### src/rtl/wdr_defines.svh
// offsets, bit positions, reset values and timing counts of the watchdog
// assumes inclusion by bare name from files that import wdr_pkg
`ifndef WDR_DEFINES_SVH
`define WDR_DEFINES_SVH

// ****************************************
// register offsets (byte addresses)
// ****************************************
`define WDR_ADDR_CAUSE 12'h000
`define WDR_ADDR_CTRL 12'h004
`define WDR_ADDR_EVENT 12'h008
`define WDR_ADDR_MASK 12'h00c

// ****************************************
// reset cause flag positions
// ****************************************
`define WDR_BIT_POWERON 0
`define WDR_BIT_PIN 1
`define WDR_BIT_BROWNOUT 2
`define WDR_BIT_WATCHDOG 3
`define WDR_BIT_JTAG 4

// ****************************************
// control field positions and reset values
// ****************************************
`define WDR_BIT_TOFF 4
`define WDR_BIT_EN 3
`define WDR_CTRL_RESET 8'h00
`define WDR_CAUSE_RESET 5'h01
`define WDR_MASK_RESET 3'h0

// ****************************************
// interrupt event positions
// ****************************************
`define WDR_EV_TIMEOUT 0
`define WDR_EV_REFUSED 1
`define WDR_EV_KICK 2

// ****************************************
// timing
// ****************************************
`define WDR_CLK_HZ 25000000
`define WDR_OSC_HZ 1000000
`define WDR_OSC_DIV (`WDR_CLK_HZ / `WDR_OSC_HZ)
`define WDR_TOFF_CYCLES 3'h4
`define WDR_BASE_TICKS 16384

`endif

### src/rtl/wdr_pkg.sv
// types shared by the watchdog and reset cause block
// assumes the constants of wdr_defines.svh
package wdr_pkg;

	typedef struct packed {
		logic jtag;
		logic brownout;
		logic pin;
	} wdr_rst_src_t;

	typedef struct packed {
		logic [2:0] res;
		logic toff;
		logic en;
		logic [2:0] sel;
	} wdr_ctrl_t;

	typedef struct packed {
		wdr_ctrl_t ctrl;
		logic [2:0] toff_cnt;
		logic [21:0] wd_cnt;
		logic wdt_pulse;
		logic [2:0] mask;
		logic irq;
		logic pready;
		logic pslverr;
		logic [31:0] prdata;
	} wdr_state_t;

	typedef struct packed {
		logic [4:0] cnt;
		logic tick;
	} wdr_div_t;

endpackage

### src/rtl/wdr_tick_div.sv
// divider giving a one-cycle enable pulse every DIV clocks
// assumes a free running pclk
`timescale 1ns/100ps
`default_nettype none
module wdr_tick_div
	import wdr_pkg::*;
#(
	parameter int DIV = 25
)
(
	// clock and reset
	input wire logic pclk,
	input wire logic presetn,
	// enable pulse
	output logic tick
);

	wdr_div_t s;
	wdr_div_t next_s;

	always_comb
	begin
		next_s = s;
		next_s.tick = 1'b0;
		if (s.cnt == 5'(DIV - 1))
		begin
			next_s.cnt = 5'h00;
			next_s.tick = 1'b1;
		end
		else
		begin
			next_s.cnt = s.cnt + 5'h01;
		end
	end

	always_ff @(posedge pclk or negedge presetn)
	begin
		if (!presetn)
			s <= '0;
		else
			s <= next_s;
	end

	assign tick = s.tick;

endmodule
`default_nettype wire

### src/rtl/wdr_flag.sv
// one sticky flag: hardware set, cleared by writing CLR_VAL to it
// assumes set and write strobe are synchronous to pclk
`timescale 1ns/100ps
`default_nettype none
module wdr_flag
#(
	parameter logic RESET_VAL = 1'b0,
	parameter logic CLR_VAL = 1'b1
)
(
	// clock and reset
	input wire logic pclk,
	input wire logic presetn,
	// set and software clear
	input wire logic set,
	input wire logic wr,
	input wire logic wbit,
	// flag
	output logic q
);

	logic next_q;

	// set wins over a clear in the same cycle
	always_comb
	begin
		next_q = q;
		if (wr && (wbit == CLR_VAL))
			next_q = 1'b0;
		if (set)
			next_q = 1'b1;
	end

	always_ff @(posedge pclk or negedge presetn)
	begin
		if (!presetn)
			q <= RESET_VAL;
		else
			q <= next_q;
	end

endmodule
`default_nettype wire

### src/rtl/wdr_top.sv
// watchdog timer with reset cause flags behind an APB slave
// assumes presetn is the power-on reset; other reset sources arrive as
// one-cycle pulses synchronous to pclk
//
// How it works
// - jtag reset event sets cause bit 4; power-on or written zero clears
// - watchdog timeout sets cause bit 3; power-on or written zero clears
// - brown-out event sets cause bit 2; power-on or written zero clears
// - pin reset event sets cause bit 1; power-on or written zero clears
// - power-on sets cause bit 0; only a written zero clears it
// - control bits 7:5 always read zero
// - turn-off enable clears itself four clocks after being written one
// - writing enable one starts the watchdog, zero stops it if allowed
// - clearing enable is ignored unless turn-off enable reads one
// - 3-bit select picks timeout 16K doubling up to 2048K ticks
// - counter advances on a 1 MHz tick, apart from the system clock; here the tick is pclk divided by 25
// - kick instruction restarts the count
// - disable or any chip reset restarts the count
// - timeout gives a single-cycle reset pulse
//
// The implementer's own choices: the APB slave port and the placing of the registers.
`timescale 1ns/100ps
`default_nettype none
`include "wdr_defines.svh"
module wdr_top
	import wdr_pkg::*;
#(
	parameter int WDT_BASE_TICKS = `WDR_BASE_TICKS
)
(
	// clock and power-on reset
	input wire logic pclk,
	input wire logic presetn,
	// apb slave
	input wire logic psel,
	input wire logic penable,
	input wire logic pwrite,
	input wire logic [11:0] paddr,
	input wire logic [31:0] pwdata,
	output logic [31:0] prdata,
	output logic pready,
	output logic pslverr,
	// reset sources and core events
	input wire wdr_rst_src_t rst_src,
	input wire logic watchdog_kick_instruction,
	// results
	output logic watchdog_reset_pulse,
	output logic watchdog_running,
	output logic [4:0] reset_cause,
	output logic irq
);

	// ****************************************
	// state and decode
	// ****************************************
	wdr_state_t s;
	wdr_state_t next_s;
	logic osc_tick;
	logic acc;
	logic wr_cause;
	logic wr_ctrl;
	logic wr_ev;
	logic wr_mask;
	logic any_rst;
	logic restart;
	logic refused;
	logic [21:0] wd_limit;
	logic [4:0] cause_set;
	logic [2:0] ev_set;
	logic [2:0] ev;

	// access phase always completes in its first cycle
	assign acc = psel && penable && s.pready;
	assign wr_cause = acc && pwrite && (paddr == `WDR_ADDR_CAUSE);
	assign wr_ctrl = acc && pwrite && (paddr == `WDR_ADDR_CTRL);
	assign wr_ev = acc && pwrite && (paddr == `WDR_ADDR_EVENT);
	assign wr_mask = acc && pwrite && (paddr == `WDR_ADDR_MASK);
	assign any_rst = rst_src.jtag || rst_src.brownout || rst_src.pin;
	assign restart = watchdog_kick_instruction || !s.ctrl.en || any_rst
		|| s.wdt_pulse;
	assign refused = wr_ctrl && !pwdata[`WDR_BIT_EN] && !s.ctrl.toff
		&& s.ctrl.en;
	assign wd_limit = 22'(WDT_BASE_TICKS) << s.ctrl.sel;

	// ****************************************
	// watchdog oscillator tick
	// ****************************************
	// one clock only, so the oscillator is modelled as an enable pulse
	wdr_tick_div #(
		.DIV(`WDR_OSC_DIV)
	) u_osc (
		.pclk(pclk),
		.presetn(presetn),
		.tick(osc_tick)
	);

	// ****************************************
	// sticky flags
	// ****************************************
	assign cause_set[`WDR_BIT_POWERON] = 1'b0;
	assign cause_set[`WDR_BIT_PIN] = rst_src.pin;
	assign cause_set[`WDR_BIT_BROWNOUT] = rst_src.brownout;
	assign cause_set[`WDR_BIT_WATCHDOG] = s.wdt_pulse;
	assign cause_set[`WDR_BIT_JTAG] = rst_src.jtag;
	assign ev_set[`WDR_EV_TIMEOUT] = s.wdt_pulse;
	assign ev_set[`WDR_EV_REFUSED] = refused;
	assign ev_set[`WDR_EV_KICK] = watchdog_kick_instruction;

	// cause flags only see presetn, so other resets leave them alone
	localparam logic [4:0] CAUSE_RESET = `WDR_CAUSE_RESET;
	genvar gi;
	generate
		for (gi = 0; gi < 5; gi++)
		begin : g_cause
			wdr_flag #(
				.RESET_VAL(CAUSE_RESET[gi]),
				.CLR_VAL(1'b0)
			) u_flag (
				.pclk(pclk),
				.presetn(presetn),
				.set(cause_set[gi]),
				.wr(wr_cause),
				.wbit(pwdata[gi]),
				.q(reset_cause[gi])
			);
		end
		for (gi = 0; gi < 3; gi++)
		begin : g_event
			wdr_flag #(
				.RESET_VAL(1'b0),
				.CLR_VAL(1'b1)
			) u_flag (
				.pclk(pclk),
				.presetn(presetn),
				.set(ev_set[gi]),
				.wr(wr_ev),
				.wbit(pwdata[gi]),
				.q(ev[gi])
			);
		end
	endgenerate

	// ****************************************
	// next state
	// ****************************************
	always_comb
	begin
		next_s = s;
		next_s.wdt_pulse = 1'b0;
		next_s.ctrl.res = 3'h0;
		// turn-off window
		if (s.toff_cnt != 3'h0)
		begin
			next_s.toff_cnt = s.toff_cnt - 3'h1;
			if (s.toff_cnt == 3'h1)
				next_s.ctrl.toff = 1'b0;
		end
		if (wr_ctrl)
		begin
			next_s.ctrl.sel = pwdata[2:0];
			if (pwdata[`WDR_BIT_TOFF])
			begin
				next_s.ctrl.toff = 1'b1;
				next_s.toff_cnt = `WDR_TOFF_CYCLES;
			end
			if (pwdata[`WDR_BIT_EN])
				next_s.ctrl.en = 1'b1;
			else if (s.ctrl.toff)
				next_s.ctrl.en = 1'b0;
		end
		if (wr_mask)
			next_s.mask = pwdata[2:0];
		// watchdog count
		if (restart)
			next_s.wd_cnt = 22'h000000;
		else if (osc_tick)
		begin
			if (s.wd_cnt == wd_limit - 22'h000001)
			begin
				next_s.wd_cnt = 22'h000000;
				next_s.wdt_pulse = 1'b1;
			end
			else
				next_s.wd_cnt = s.wd_cnt + 22'h000001;
		end
		next_s.irq = |(ev & s.mask);
		// apb: answer is prepared in the setup cycle
		next_s.pready = 1'b0;
		next_s.pslverr = 1'b0;
		if (psel && !penable)
		begin
			next_s.pready = 1'b1;
			next_s.prdata = 32'h00000000;
			unique case (paddr)
				`WDR_ADDR_CAUSE: next_s.prdata[4:0] = reset_cause;
				`WDR_ADDR_CTRL: next_s.prdata[7:0] = s.ctrl;
				`WDR_ADDR_EVENT: next_s.prdata[2:0] = ev;
				`WDR_ADDR_MASK: next_s.prdata[2:0] = s.mask;
				default: next_s.pslverr = 1'b1;
			endcase
		end
	end

	always_ff @(posedge pclk or negedge presetn)
	begin
		if (!presetn)
		begin
			s <= '0;
			s.ctrl <= `WDR_CTRL_RESET;
			s.mask <= `WDR_MASK_RESET;
		end
		else
			s <= next_s;
	end

	assign prdata = s.prdata;
	assign pready = s.pready;
	assign pslverr = s.pslverr;
	assign watchdog_reset_pulse = s.wdt_pulse;
	assign watchdog_running = s.ctrl.en;
	assign irq = s.irq;
endmodule
`default_nettype wire

### config.mk
export PLATFORM = sky130hd
export DESIGN_NAME = wdr_top
export DESIGN_NICKNAME = d
export VERILOG_FILES = /design/src/rtl/wdr_pkg.sv /design/src/rtl/wdr_tick_div.sv /design/src/rtl/wdr_flag.sv /design/src/rtl/wdr_top.sv
export VERILOG_INCLUDE_DIRS = /design/src /design/src/rtl
export SDC_FILE = /design/constraint.sdc
export NUM_CORES = 1
export LEC_CHECK = 0
export ABC_AREA = 1
export BUFFER_PORTS_ARGS = -buffer_cell sky130_fd_sc_hd__buf_2
export CORE_AREA = 8 8 131 133
export CTS_CLUSTER_SIZE = 30
export DETAILED_ROUTE_END_ITERATION = 10
export DIE_AREA = 0 0 139 141
export HOLD_SLACK_MARGIN = 0.03
export PLACE_DENSITY = 0.47
export SYNTH_ARGS = -nofsm -noshare
export SYNTH_HDL_FRONTEND = slang
export SYNTH_SLANG_ARGS = --single-unit
### constraint.sdc
create_clock -name pclk -period 2.3 [get_ports pclk]
set_input_delay 0.46 -clock pclk [delete_from_list [all_inputs] [get_ports pclk]]
set_output_delay 0.46 -clock pclk [all_outputs]
set_load 0.005 [all_outputs]
==> out/results.ini, run 1 <==
[outcome]
status = complete, no violations

[logic_synthesis]
synth_warnings = 0
synth_flop_cell = sky130_fd_sc_hd__dfrtp_1
yosysTopAreaCellShare = 0.374
synth.top_cells.by_area = sky130_fd_sc_hd__dfrtp_1 (37%), sky130_fd_sc_hd__nand2_1 (18%), sky130_fd_sc_hd__buf_4 (7.5%), sky130_fd_sc_hd__nor2_1 (5.6%), sky130_fd_sc_hd__inv_1 (5.4%)
synth-edff-count = 0
synth.ff_latch_count = 56
yosysUniqueCellTypes = 36
yosys.area.top_type = sky130_fd_sc_hd__dfrtp_1
synth_sequential_area_ratio = 0.381
postSynthAreaPerCell_sq_um = 7.03
syn_inst = 524
synthesized_area_sq_mm = 0.00368
async_reset_ff_frac = 1.00

[global_route]
via_count_of_the_first_global_routing_pass = 3153
grtUsageMet3 = 0.0287
globalRouteMet1Util = 0.117
grt.busiest_layer = met2
first_pass_grt_wire_length_microns = 15300
antenna_violations_before_repair = 0
grt_max_degree = 26
remaining_global_route_overflow = 0
grt_use_total = 0.0955
globalRouteMet2Util = 0.159

[sta]
worstMarginPinSlew_ns = 0.540
fin_setup_tns_ns = 0
timing.final.ws_setup_ns = 0.264
max_freq_mhz = 491
finClkSkew_ns = 0.00864
slew_headroom = 0.640
hold_viol = 0
post-route-period-util = 0.885
timing.final.max_slew_violations = 0
setup-violations-final = 0
unrepaired_setup_endpoints_after_global_routing = no
post-route-min-period_ns = 2.04

[cts]
tritoncts = yes
cts_resized = 0
cts_root_buffer = sky130_fd_sc_hd__clkbuf_16
clock_buffer_depth = 2
post-cts-setup-buffer-count = 0
postCtsHoldBufs = 0
cts_made_buffers = 5
clk-insertion-delay-late_ns = 0.31
cts_htree_levels = 2
tritoncts_num_sinks = 56
clk_pin_slew_worst_paths_ns = 0.08

[placement]
dp_hpwl_microns = 7010
numPortBuffers = 40
post_placement_cell_count = 743
dp_slack_ns = 0.237
global_placement_routability_congestion = 0.786

[finish]
layout-drive-gt1-share = 0.153
most_common_cell_after_layout_fill_and_taps_aside = sky130_fd_sc_hd__nand2_1
ff_latch_area_sq_mm = 0.00140
multi_input_comb_area_sq_mm = 0.00185
synthToLayoutAreaGrowth_pct = 11.9
fillCellCount = 1643
finish.cell_count_without_fillers = 751
antenna-diode-count = 0
layout_common_cells = sky130_fd_sc_hd__nand2_1 (176), sky130_fd_sc_hd__nor2_1 (55), sky130_fd_sc_hd__dfrtp_1 (55)
final_net_count = 622

[die]
fp.dieH_microns = 141
rows = 45
die_area_sq_mm = 0.0196
chipWidth_microns = 139
io_pins = 95
coreArea_sq_mm = 0.0150
start_util = 0.246

[setup_path]
setup.worst_path.class = flip-flop to flip-flop
slowest_delay_ns = 0.39
cp_common_cell = sky130_fd_sc_hd__nand2_1
worst_path_max_delay_cell = sky130_fd_sc_hd__dfrtp_1
path_delay_family = simple AND/OR/NAND/NOR gates
start_kind = flip-flop
series_of_cell_instances_along_the_critical_path = nor2_2, nand2_1, ha_1, nand2_1, nand2_1, nor2_1, nand2_1, nor2_1, nand2_1, nor2_2, nand2_4, nand2_1, nand2_1
cp-end-kind = flip-flop
critPathMaxFanout = 16
critPathArrivalTime_ns = 2.23
timing.critical_path.required_ns = 2.50
critical_path.n_buffers_inverters = 0

[power_and_ir_drop]
power-per-cell-area_mw_per_mm2 = 500
ir_drop_mv = 0.273
power_mw = 2.06
leakagePower_nw = 2.00

[route]
wl_per_cell_microns = 11.9
route.antenna.remaining_nets = 0
drc = 0
first_iter_violations = 163
dr.pass1.iters = 6
detailroute.via_count = 3184
route.detailed.vias_per_inst = 4.24
postRouteWirelength_microns = 8930

[job]
drv_cap = 0

[hold_path]
timing.hold.worst.class = input port to asynchronous set/reset pin

[final timing paths]
check	to	cells after the start	start	slack [ns]
worst min register to register	g_cause[0].u_flag.q$_DFFE_PN1P_	2	g_cause[0].u_flag.q$_DFFE_PN1P_	0.47
worst min-delay path	g_cause[2].u_flag.q$_DFFE_PN0P_	1	presetn	0.13
worst max register to register	s[44]$_DFFE_PN0P_	13	s[66]$_DFFE_PN0P_	0.26
worst max-delay path	s[44]$_DFFE_PN0P_	13	s[66]$_DFFE_PN0P_	0.26
max in group asynchronous	s[35]$_DFFE_PN0P_	2	presetn	1.60
min in group pclk	g_cause[2].u_flag.q$_DFFE_PN0P_	2	rst_src[1]	0.34
[cell usage after synthesis, types with 2 or more instances]
cell	count
sky130_fd_sc_hd__nor2_2	9
sky130_fd_sc_hd__o22ai_1	2
sky130_fd_sc_hd__inv_2	5
sky130_fd_sc_hd__inv_1	53
sky130_fd_sc_hd__a21oi_1	10
sky130_fd_sc_hd__o21ai_0	25
sky130_fd_sc_hd__nand2_2	10
sky130_fd_sc_hd__nor3_1	4
sky130_fd_sc_hd__nand2_1	176
sky130_fd_sc_hd__clkbuf_1	2
sky130_fd_sc_hd__nand3_1	36
sky130_fd_sc_hd__ha_1	7
sky130_fd_sc_hd__dfrtp_1	55
sky130_fd_sc_hd__o211ai_1	2
sky130_fd_sc_hd__nor2_1	55
sky130_fd_sc_hd__xor2_1	7
sky130_fd_sc_hd__buf_4	37
sky130_fd_sc_hd__buf_6	2
sky130_fd_sc_hd__xnor2_1	2
sky130_fd_sc_hd__nor3b_1	3
sky130_fd_sc_hd__nand4_1	6
sky130_fd_sc_hd__a21o_1	2
[layout make-up]
cell class,count,share of cell area
flip-flops and latches,56,0.340
multi-input cells,393,0.448
clock buffers,5,0.0304
clock inverters,3,0.00638
repair buffers,47,0.0644
inverters,59,0.0537
well taps,188,0.0571
[where the power goes]
group | switching [mW] | total, mW | internal [mW]
sequential | 0.0198 | 1.03 | 1.01
clock | 0.388 | 0.801 | 0.412
combinational | 0.138 | 0.224 | 0.0858
[routing by layer]
layer,vias to the layer above,wire length (microns),part of all wire
li1,1651,-,-
met5,-,0,0
met2,50,4270,0.48
met4,0,83,0.0093
met1,1477,4190,0.47
met3,6,384,0.043
[state kept, by name (all words and copies together), names as in the netlist, 3 cells and up]
signal,cells
u_osc.s,5
prdata,5
s,32
g_event.u_flag.q,3
g_cause.u_flag.q,5
[stage by stage]
stage	hold slack, ns	instance area [sq um]	util
6_report	0.129	4120	0.275
5_1_grt	0.153	4120	0.275
4_1_cts	0.138	4120	0.275
3_5_place_dp	0.462	3970	0.265
3_3_place_gp	0.459	3970	0.265
2_1_floorplan	0.164	3780	-
[cells by family (layout without fill, tap and decap cells)]
| family | Yosys count | count (layout) | share of synthesized area |
|---|---|---|---|
| simple gates | 306 | 306 | 0.364 |
| buf+inv | 101 | 114 | 0.145 |
| flops | 56 | 56 | 0.381 |
| compound gates | 44 | 44 | 0.0645 |
| xor+xnor | 9 | 9 | 0.0214 |
| fa+ha+maj | 7 | 7 | 0.0238 |
| other cells | 1 | 27 | 0.00102 |
No activity file was read; power rests on OpenSTA's default activity.
==> inputs of run 2 (changes only) <==
Settings changed: BUFFER_PORTS_ARGS -buffer_cell sky130_fd_sc_hd__buf_2 to unset, CORE_AREA 8 8 131 133 to 8 8 130 132, DIE_AREA 0 0 139 141 to 0 0 138 140, DONT_BUFFER_PORTS set to 1, PLACE_DENSITY 0.47 to 0.42, SYNTH_HIERARCHICAL set to 1.
==> out/results.ini, run 2 <==
[sta]
setup-violations-final = 0
unrepaired_setup_endpoints_after_global_routing = no
hold_viol = 0
finClkSkew_ns = 0.00609
worstMarginPinSlew_ns = 0.604
post-route-min-period_ns = 1.87
slew_headroom = 0.593
timing.final.max_slew_violations = 0
post-route-period-util = 0.814
fin_setup_tns_ns = 0
max_freq_mhz = 534

[finish]
most_common_cell_after_layout_fill_and_taps_aside = sky130_fd_sc_hd__nand2_1
final_net_count = 540
stdcell_area_sq_mm = 0.00385
finish.cell_count_without_fillers = 670
layout-drive-gt1-share = 0.0934
largest_register_ffs = 32
top_register = s
antenna-diode-count = 0
synthToLayoutAreaGrowth_pct = 6.70
layout_common_cells = sky130_fd_sc_hd__nand2_1 (158), sky130_fd_sc_hd__dfrtp_1 (55), sky130_fd_sc_hd__inv_1 (51)

[setup_path]
worstRegToRegCells = 8
start_kind = flip-flop
timing.rr.start = s[39]$_DFFE_PN0P_
cp-end-kind = flip-flop
worst_path_max_delay_cell = sky130_fd_sc_hd__dfrtp_1
slowest_delay_ns = 0.40
setup.worst_path.class = flip-flop to flip-flop
critPathArrivalTime_ns = 2.06
reg2reg_setup_slack_ns = 0.43
series_of_cell_instances_along_the_critical_path = ha_1, nand3_4, nor2_8, inv_2, nor2_2, nand2_2, nand3b_1, nand2_1
timing.critical_path.required_ns = 2.49
critPathMaxFanout = 21
critical_path.reg2reg.endpoint = s[43]$_DFFE_PN0P_
critical_path.startpoint = s[39]$_DFFE_PN0P_

[cts]
cts_root_buffer = sky130_fd_sc_hd__clkbuf_16
tritoncts = yes
cts_resized = 0
postCtsHoldBufs = 1
clk_pin_slew_worst_paths_ns = 0.08
clk-insertion-delay-late_ns = 0.30
cts_made_buffers = 5
post-cts-setup-buffer-count = 0
cts_htree_levels = 2
clock_buffer_depth = 2
tritoncts_num_sinks = 56

[global_route]
grt_max_degree = 57
antenna_violations_before_repair = 0
via_count_of_the_first_global_routing_pass = 2867
first_pass_grt_wire_length_microns = 14400
remaining_global_route_overflow = 0
grt_use_total = 0.0890

[logic_synthesis]
synth_simple_gate_area_share = 0.377
synth.ff_latch_count = 56
synth-edff-count = 0
ys_top_cells_by_count = sky130_fd_sc_hd__nand2_1 (158), sky130_fd_sc_hd__dfrtp_1 (55), sky130_fd_sc_hd__inv_1 (51), sky130_fd_sc_hd__nor2_1 (43), sky130_fd_sc_hd__nand3_1 (40)
yosysUniqueCellTypes = 37
postSynthAreaPerCell_sq_um = 7.45
yosys.area.top_type = sky130_fd_sc_hd__dfrtp_1
synth_warnings = 6
synth_xor_area_frac = 0.0413
synth_flop_cell = sky130_fd_sc_hd__dfrtp_1
async_reset_ff_frac = 1.00
syn_inst = 484
yosysTopAreaCellShare = 0.382
synth_sequential_area_ratio = 0.389
synth_compound_gate_area_share = 0.0292
synth_adder_area_share = 0.0208
synthMostInstantiatedCell = sky130_fd_sc_hd__nand2_1
muxShareOfSynthArea = 0
synth.top_cells.by_area = sky130_fd_sc_hd__dfrtp_1 (38%), sky130_fd_sc_hd__nand2_1 (16%), sky130_fd_sc_hd__buf_4 (6.7%), sky130_fd_sc_hd__nand3_1 (5.6%), sky130_fd_sc_hd__inv_1 (5.3%)
synth_top_family_by_area = simple AND/OR/NAND/NOR gates
synthesized_area_sq_mm = 0.00360

[die]
coreArea_sq_mm = 0.0149
io_pins = 95
fp.dieH_microns = 140
rows = 45
chipWidth_microns = 138
die_area_sq_mm = 0.0193
start_util = 0.243

[job]
drv_cap = 0

[power_and_ir_drop]
power-per-cell-area_mw_per_mm2 = 535
pwr-share-clk = 0.391
internal_dissipation_mw = 1.51
ir_drop_mv = 0.211
share_comb_of_total_power = 0.104
switching_power_mw = 0.550
pwr-share-seq = 0.505
power.share.switching = 0.267
leakagePower_nw = 1.89

[route]
wl_per_cell_microns = 12.5
route.detailed.vias_per_inst = 4.25
first_iter_violations = 194
detailroute.via_count = 2848
drc = 0
route.antenna.remaining_nets = 0
dr.pass1.iters = 4
postRouteWirelength_microns = 8370

[placement]
post_dp_cell_area_sq_mm = 0.00367
numPortBuffers = 0
global_placement_routability_congestion = 0.823
post_placement_cell_count = 661
dp_hpwl_microns = 6320

[outcome]
status = complete, no violations

[hold_path]
timing.hold.worst.class = input port to asynchronous set/reset pin

run 2: routing by layer:
| metal | track usage | vias to the layer above | wire, microns |
|---|---|---|---|
| met5 | 0 | - | 0 |
| met1 | 0.104 | 1340 | 3770 |
| met3 | 0.0199 | 8 | 323 |
| li1 | - | 1443 | - |
| met2 | 0.155 | 57 | 4130 |
| met4 | 0.0332 | 0 | 146 |
run 2: how the worst max path moves through the flow:
stage | endpoint | slack [ns] | depth (start not counted)
3_5_place_dp | s[46]$_DFFE_PN0P_ | 0.42 | 8
4_1_cts | s[48]$_DFFE_PN0P_ | 0.40 | 8
5_1_grt | s[39]$_DFFE_PN0P_ | 0.26 | 8
2_1_floorplan | g_cause[1].u_flag/q$_DFFE_PN0P_ | 0.76 | 8
3_3_place_gp | s[48]$_DFFE_PN0P_ | 0.43 | 8
6_report | s[43]$_DFFE_PN0P_ | 0.43 | 8
run 2: cell type report:
| type | count | area (sq um) |
|---|---|---|
| Clock buffer | 5 | 125 |
| Clock inverter | 3 | 25.0 |
| Fill cell | 1653 | 11000 |
| Inverter | 55 | 206 |
| Multi-Input combinational cell | 358 | 1790 |
| Sequential cell | 56 | 1400 |
| Tap cell | 188 | 235 |
| Timing Repair Buffer | 5 | 57.6 |
run 2: metrics by stage:
stage / worst slack (ns) / power (mW) / hold slack [ns] / utilization
floorplan: 0.756 / 1.25 / 0.164 / -
global placement: 0.428 / 1.24 / 0.167 / 0.247
detailed placement: 0.418 / 1.25 / 0.168 / 0.247
CTS: 0.398 / 2.11 / 0.0348 / 0.259
global route: 0.256 / 2.19 / 0.0373 / 0.259
finish: 0.428 / 2.06 / 0.0121 / 0.259
run 2: logic make-up (layout without fill, tap and decap cells):
group	after synthesis	in the layout
simple gates	288	288
buf+inv	97	68
flops	56	56
compound gates	19	19
xor+xnor	17	17
fa+ha+maj	6	6
other cells	1	28
run 2: worst max-delay path, delay by kind of cell, from the launching register on:
family	cells	cell delay [ns]
and+or+nand+nor	6	1.06
DFF	1	0.40
adders and majority gates	1	0.24
buffers and inverters	1	0.04
run 2: power groups by stage:
stage | sequential, mW | combinational [mW] | clock, mW
after floorplan | 1.05 | 0.197 | 0
after global placement | 1.06 | 0.178 | 0
after detailed placement | 1.06 | 0.193 | 0
after CTS | 1.04 | 0.222 | 0.845
after global routing | 1.05 | 0.257 | 0.883
final | 1.04 | 0.215 | 0.805
==> inputs of run 3 (changes only) <==
Settings changed: PLACE_DENSITY 0.42 to 0.43.
Clock period 2.3 ns to 1.6 ns, I/O delays scaled along.
==> out/results.ini, run 3 (synthesis gave the netlist of run 2 again) <==
[placement]
global_placement_routability_congestion = 0.811
numPortBuffers = 0
post_placement_cell_count = 682
dp_hpwl_microns = 6700
dp_slack_ns = 0.0408

[cts]
clk-insertion-delay-late_ns = 0.31
clock_buffer_depth = 2
cts_htree_levels = 2
cts_made_buffers = 5
cts_root_buffer = sky130_fd_sc_hd__clkbuf_16
clk_pin_slew_worst_paths_ns = 0.08
tritoncts_num_sinks = 56
tritoncts = yes

[power_and_ir_drop]
power-per-cell-area_mw_per_mm2 = 704
leakagePower_nw = 2.06
ir_drop_mv = 0.330

[outcome]
status = finished with violations
violations = negative hold slack

[global_route]
first_pass_grt_wire_length_microns = 14600
antenna_violations_before_repair = 0
grt_max_degree = 57
remaining_global_route_overflow = 0
via_count_of_the_first_global_routing_pass = 2954
grt_use_total = 0.0904

[finish]
largest_register_ffs = 32
antenna-diode-count = 0
layout-drive-gt1-share = 0.171
final_net_count = 566
top_register = s
most_common_cell_after_layout_fill_and_taps_aside = sky130_fd_sc_hd__nand2_1
finish.cell_count_without_fillers = 696
synthToLayoutAreaGrowth_pct = 16.0
layout_common_cells = sky130_fd_sc_hd__nand2_1 (154), sky130_fd_sc_hd__dfrtp_1 (51), sky130_fd_sc_hd__inv_1 (49)

[die]
start_util = 0.243
io_pins = 95
die_area_sq_mm = 0.0193
fp.dieH_microns = 140
chipWidth_microns = 138
rows = 45
coreArea_sq_mm = 0.0149

[route]
drc = 0
dr.pass1.iters = 6
route.detailed.vias_per_inst = 4.24
first_iter_violations = 196
wl_per_cell_microns = 12.7
route.antenna.remaining_nets = 0
postRouteWirelength_microns = 8860
detailroute.via_count = 2953

[setup_path]
critical_path.n_buffers_inverters = 2
setup.worst_path.class = flip-flop to flip-flop
critPathArrivalTime_ns = 1.74
worst-path-stages = 10
path_delay_family = simple AND/OR/NAND/NOR gates
timing.critical_path.required_ns = 1.80
series_of_cell_instances_along_the_critical_path = buf_6, nand2_2, nand2_1, nor2_1, nand3_2, nor2_4, nand2_4, buf_12, nand3b_1, nand2_1
critical_path.reg2reg.endpoint = s[43]$_DFFE_PN0P_
reg2reg_setup_slack_ns = 0.05
timing.rr.start = s[66]$_DFFE_PN0P_
cp_common_cell = sky130_fd_sc_hd__nand2_1
crit_end = s[43]$_DFFE_PN0P_
critical_path.startpoint = s[66]$_DFFE_PN0P_
cp-end-kind = flip-flop
slowest_delay_ns = 0.49
worstRegToRegCells = 10
critPathMaxFanout = 7
start_kind = flip-flop
worst_path_max_delay_cell = sky130_fd_sc_hd__dfrtp_2

[sta]
hold_ws_ns = -0.286
hold_viol = 56
finClkSkew_ns = 0.0125
setup-violations-final = 0
max_freq_mhz = 647
post-route-min-period_ns = 1.55
timing.final.ws_setup_ns = 0.0534
timing.final.max_slew_violations = 0
unrepaired_setup_endpoints_after_global_routing = yes
post-route-period-util = 0.967

[job]
drv_cap = 0

[hold_path]
timing.hold.worst.class = input port to asynchronous set/reset pin

==> run 3: worst register-to-register path: stages, from the launching register on <==
cell and delay (ns):
sky130_fd_sc_hd__dfrtp_2 0.49, sky130_fd_sc_hd__buf_6 0.14, sky130_fd_sc_hd__nand2_2 0.04, sky130_fd_sc_hd__nand2_1 0.04, sky130_fd_sc_hd__nor2_1 0.12, sky130_fd_sc_hd__nand3_2 0.11, sky130_fd_sc_hd__nor2_4 0.11, sky130_fd_sc_hd__nand2_4 0.11
sky130_fd_sc_hd__buf_12 0.16, sky130_fd_sc_hd__nand3b_1 0.08, sky130_fd_sc_hd__nand2_1 0.06
==> run 3: worst min path at each step <==
stage	start	slack [ns]	endpoint	cells after the start
floorplan	presetn	0.02	g_cause[1].u_flag/q$_DFFE_PN0P_	0
CTS	presetn	-0.31	u_osc/s[1]$_DFF_PN0_	0
global route	presetn	-0.32	u_osc/tick$_DFF_PN0_	0
global placement	presetn	0.03	s[52]$_DFFE_PN0P_	0
finish	presetn	-0.29	s[60]$_DFFE_PN0P_	0
detailed placement	presetn	0.03	s[52]$_DFFE_PN0P_	0
==> run 3: cell type report <==
class / count / area, sq um
fill: 1597 / 10700
multi-input combinational: 358 / 1870
sequential: 56 / 1410
timing repair buffer: 31 / 313
tap: 188 / 235
inverter: 55 / 209
clock buffer: 5 / 125
clock inverter: 3 / 25.0
==> run 3: metal layers <==
layer	vias to the layer above	global-route usage	wire [microns]
met1	1388	0.110	4010
li1	1498	-	-
met5	-	0	0
met2	58	0.155	4380
met3	9	0.0186	323
met4	0	0.0320	140
==> run 3: repair_timing <==
item / 4_1_cts / 5_1_grt
endpoints found under the hold margin: 56 / 56
setup buffers: 0 / 4
endpoints found under the setup margin: 0 / 21
gates resized for setup: 0 / 26
==> run 3: power breakdown <==
| part | switching, mW | leakage, nW | total [mW] | internal, mW |
|---|---|---|---|---|
| Clock | 0.578 | 0.0708 | 1.17 | 0.595 |
| Sequential | 0.0309 | 0.720 | 1.50 | 1.46 |
| Combinational | 0.168 | 1.27 | 0.275 | 0.106 |
==> run 3: per-stage QoR <==
stage	TNS, ns	instance area (sq um)	utilization	power (mW)
after floorplan	0	3710	-	1.80
after global placement	0	3860	0.260	1.78
after detailed placement	0	3860	0.260	1.80
after CTS	0	4010	0.270	3.00
after global routing	-0.743	4180	0.281	3.09
final	0	4180	0.281	2.94
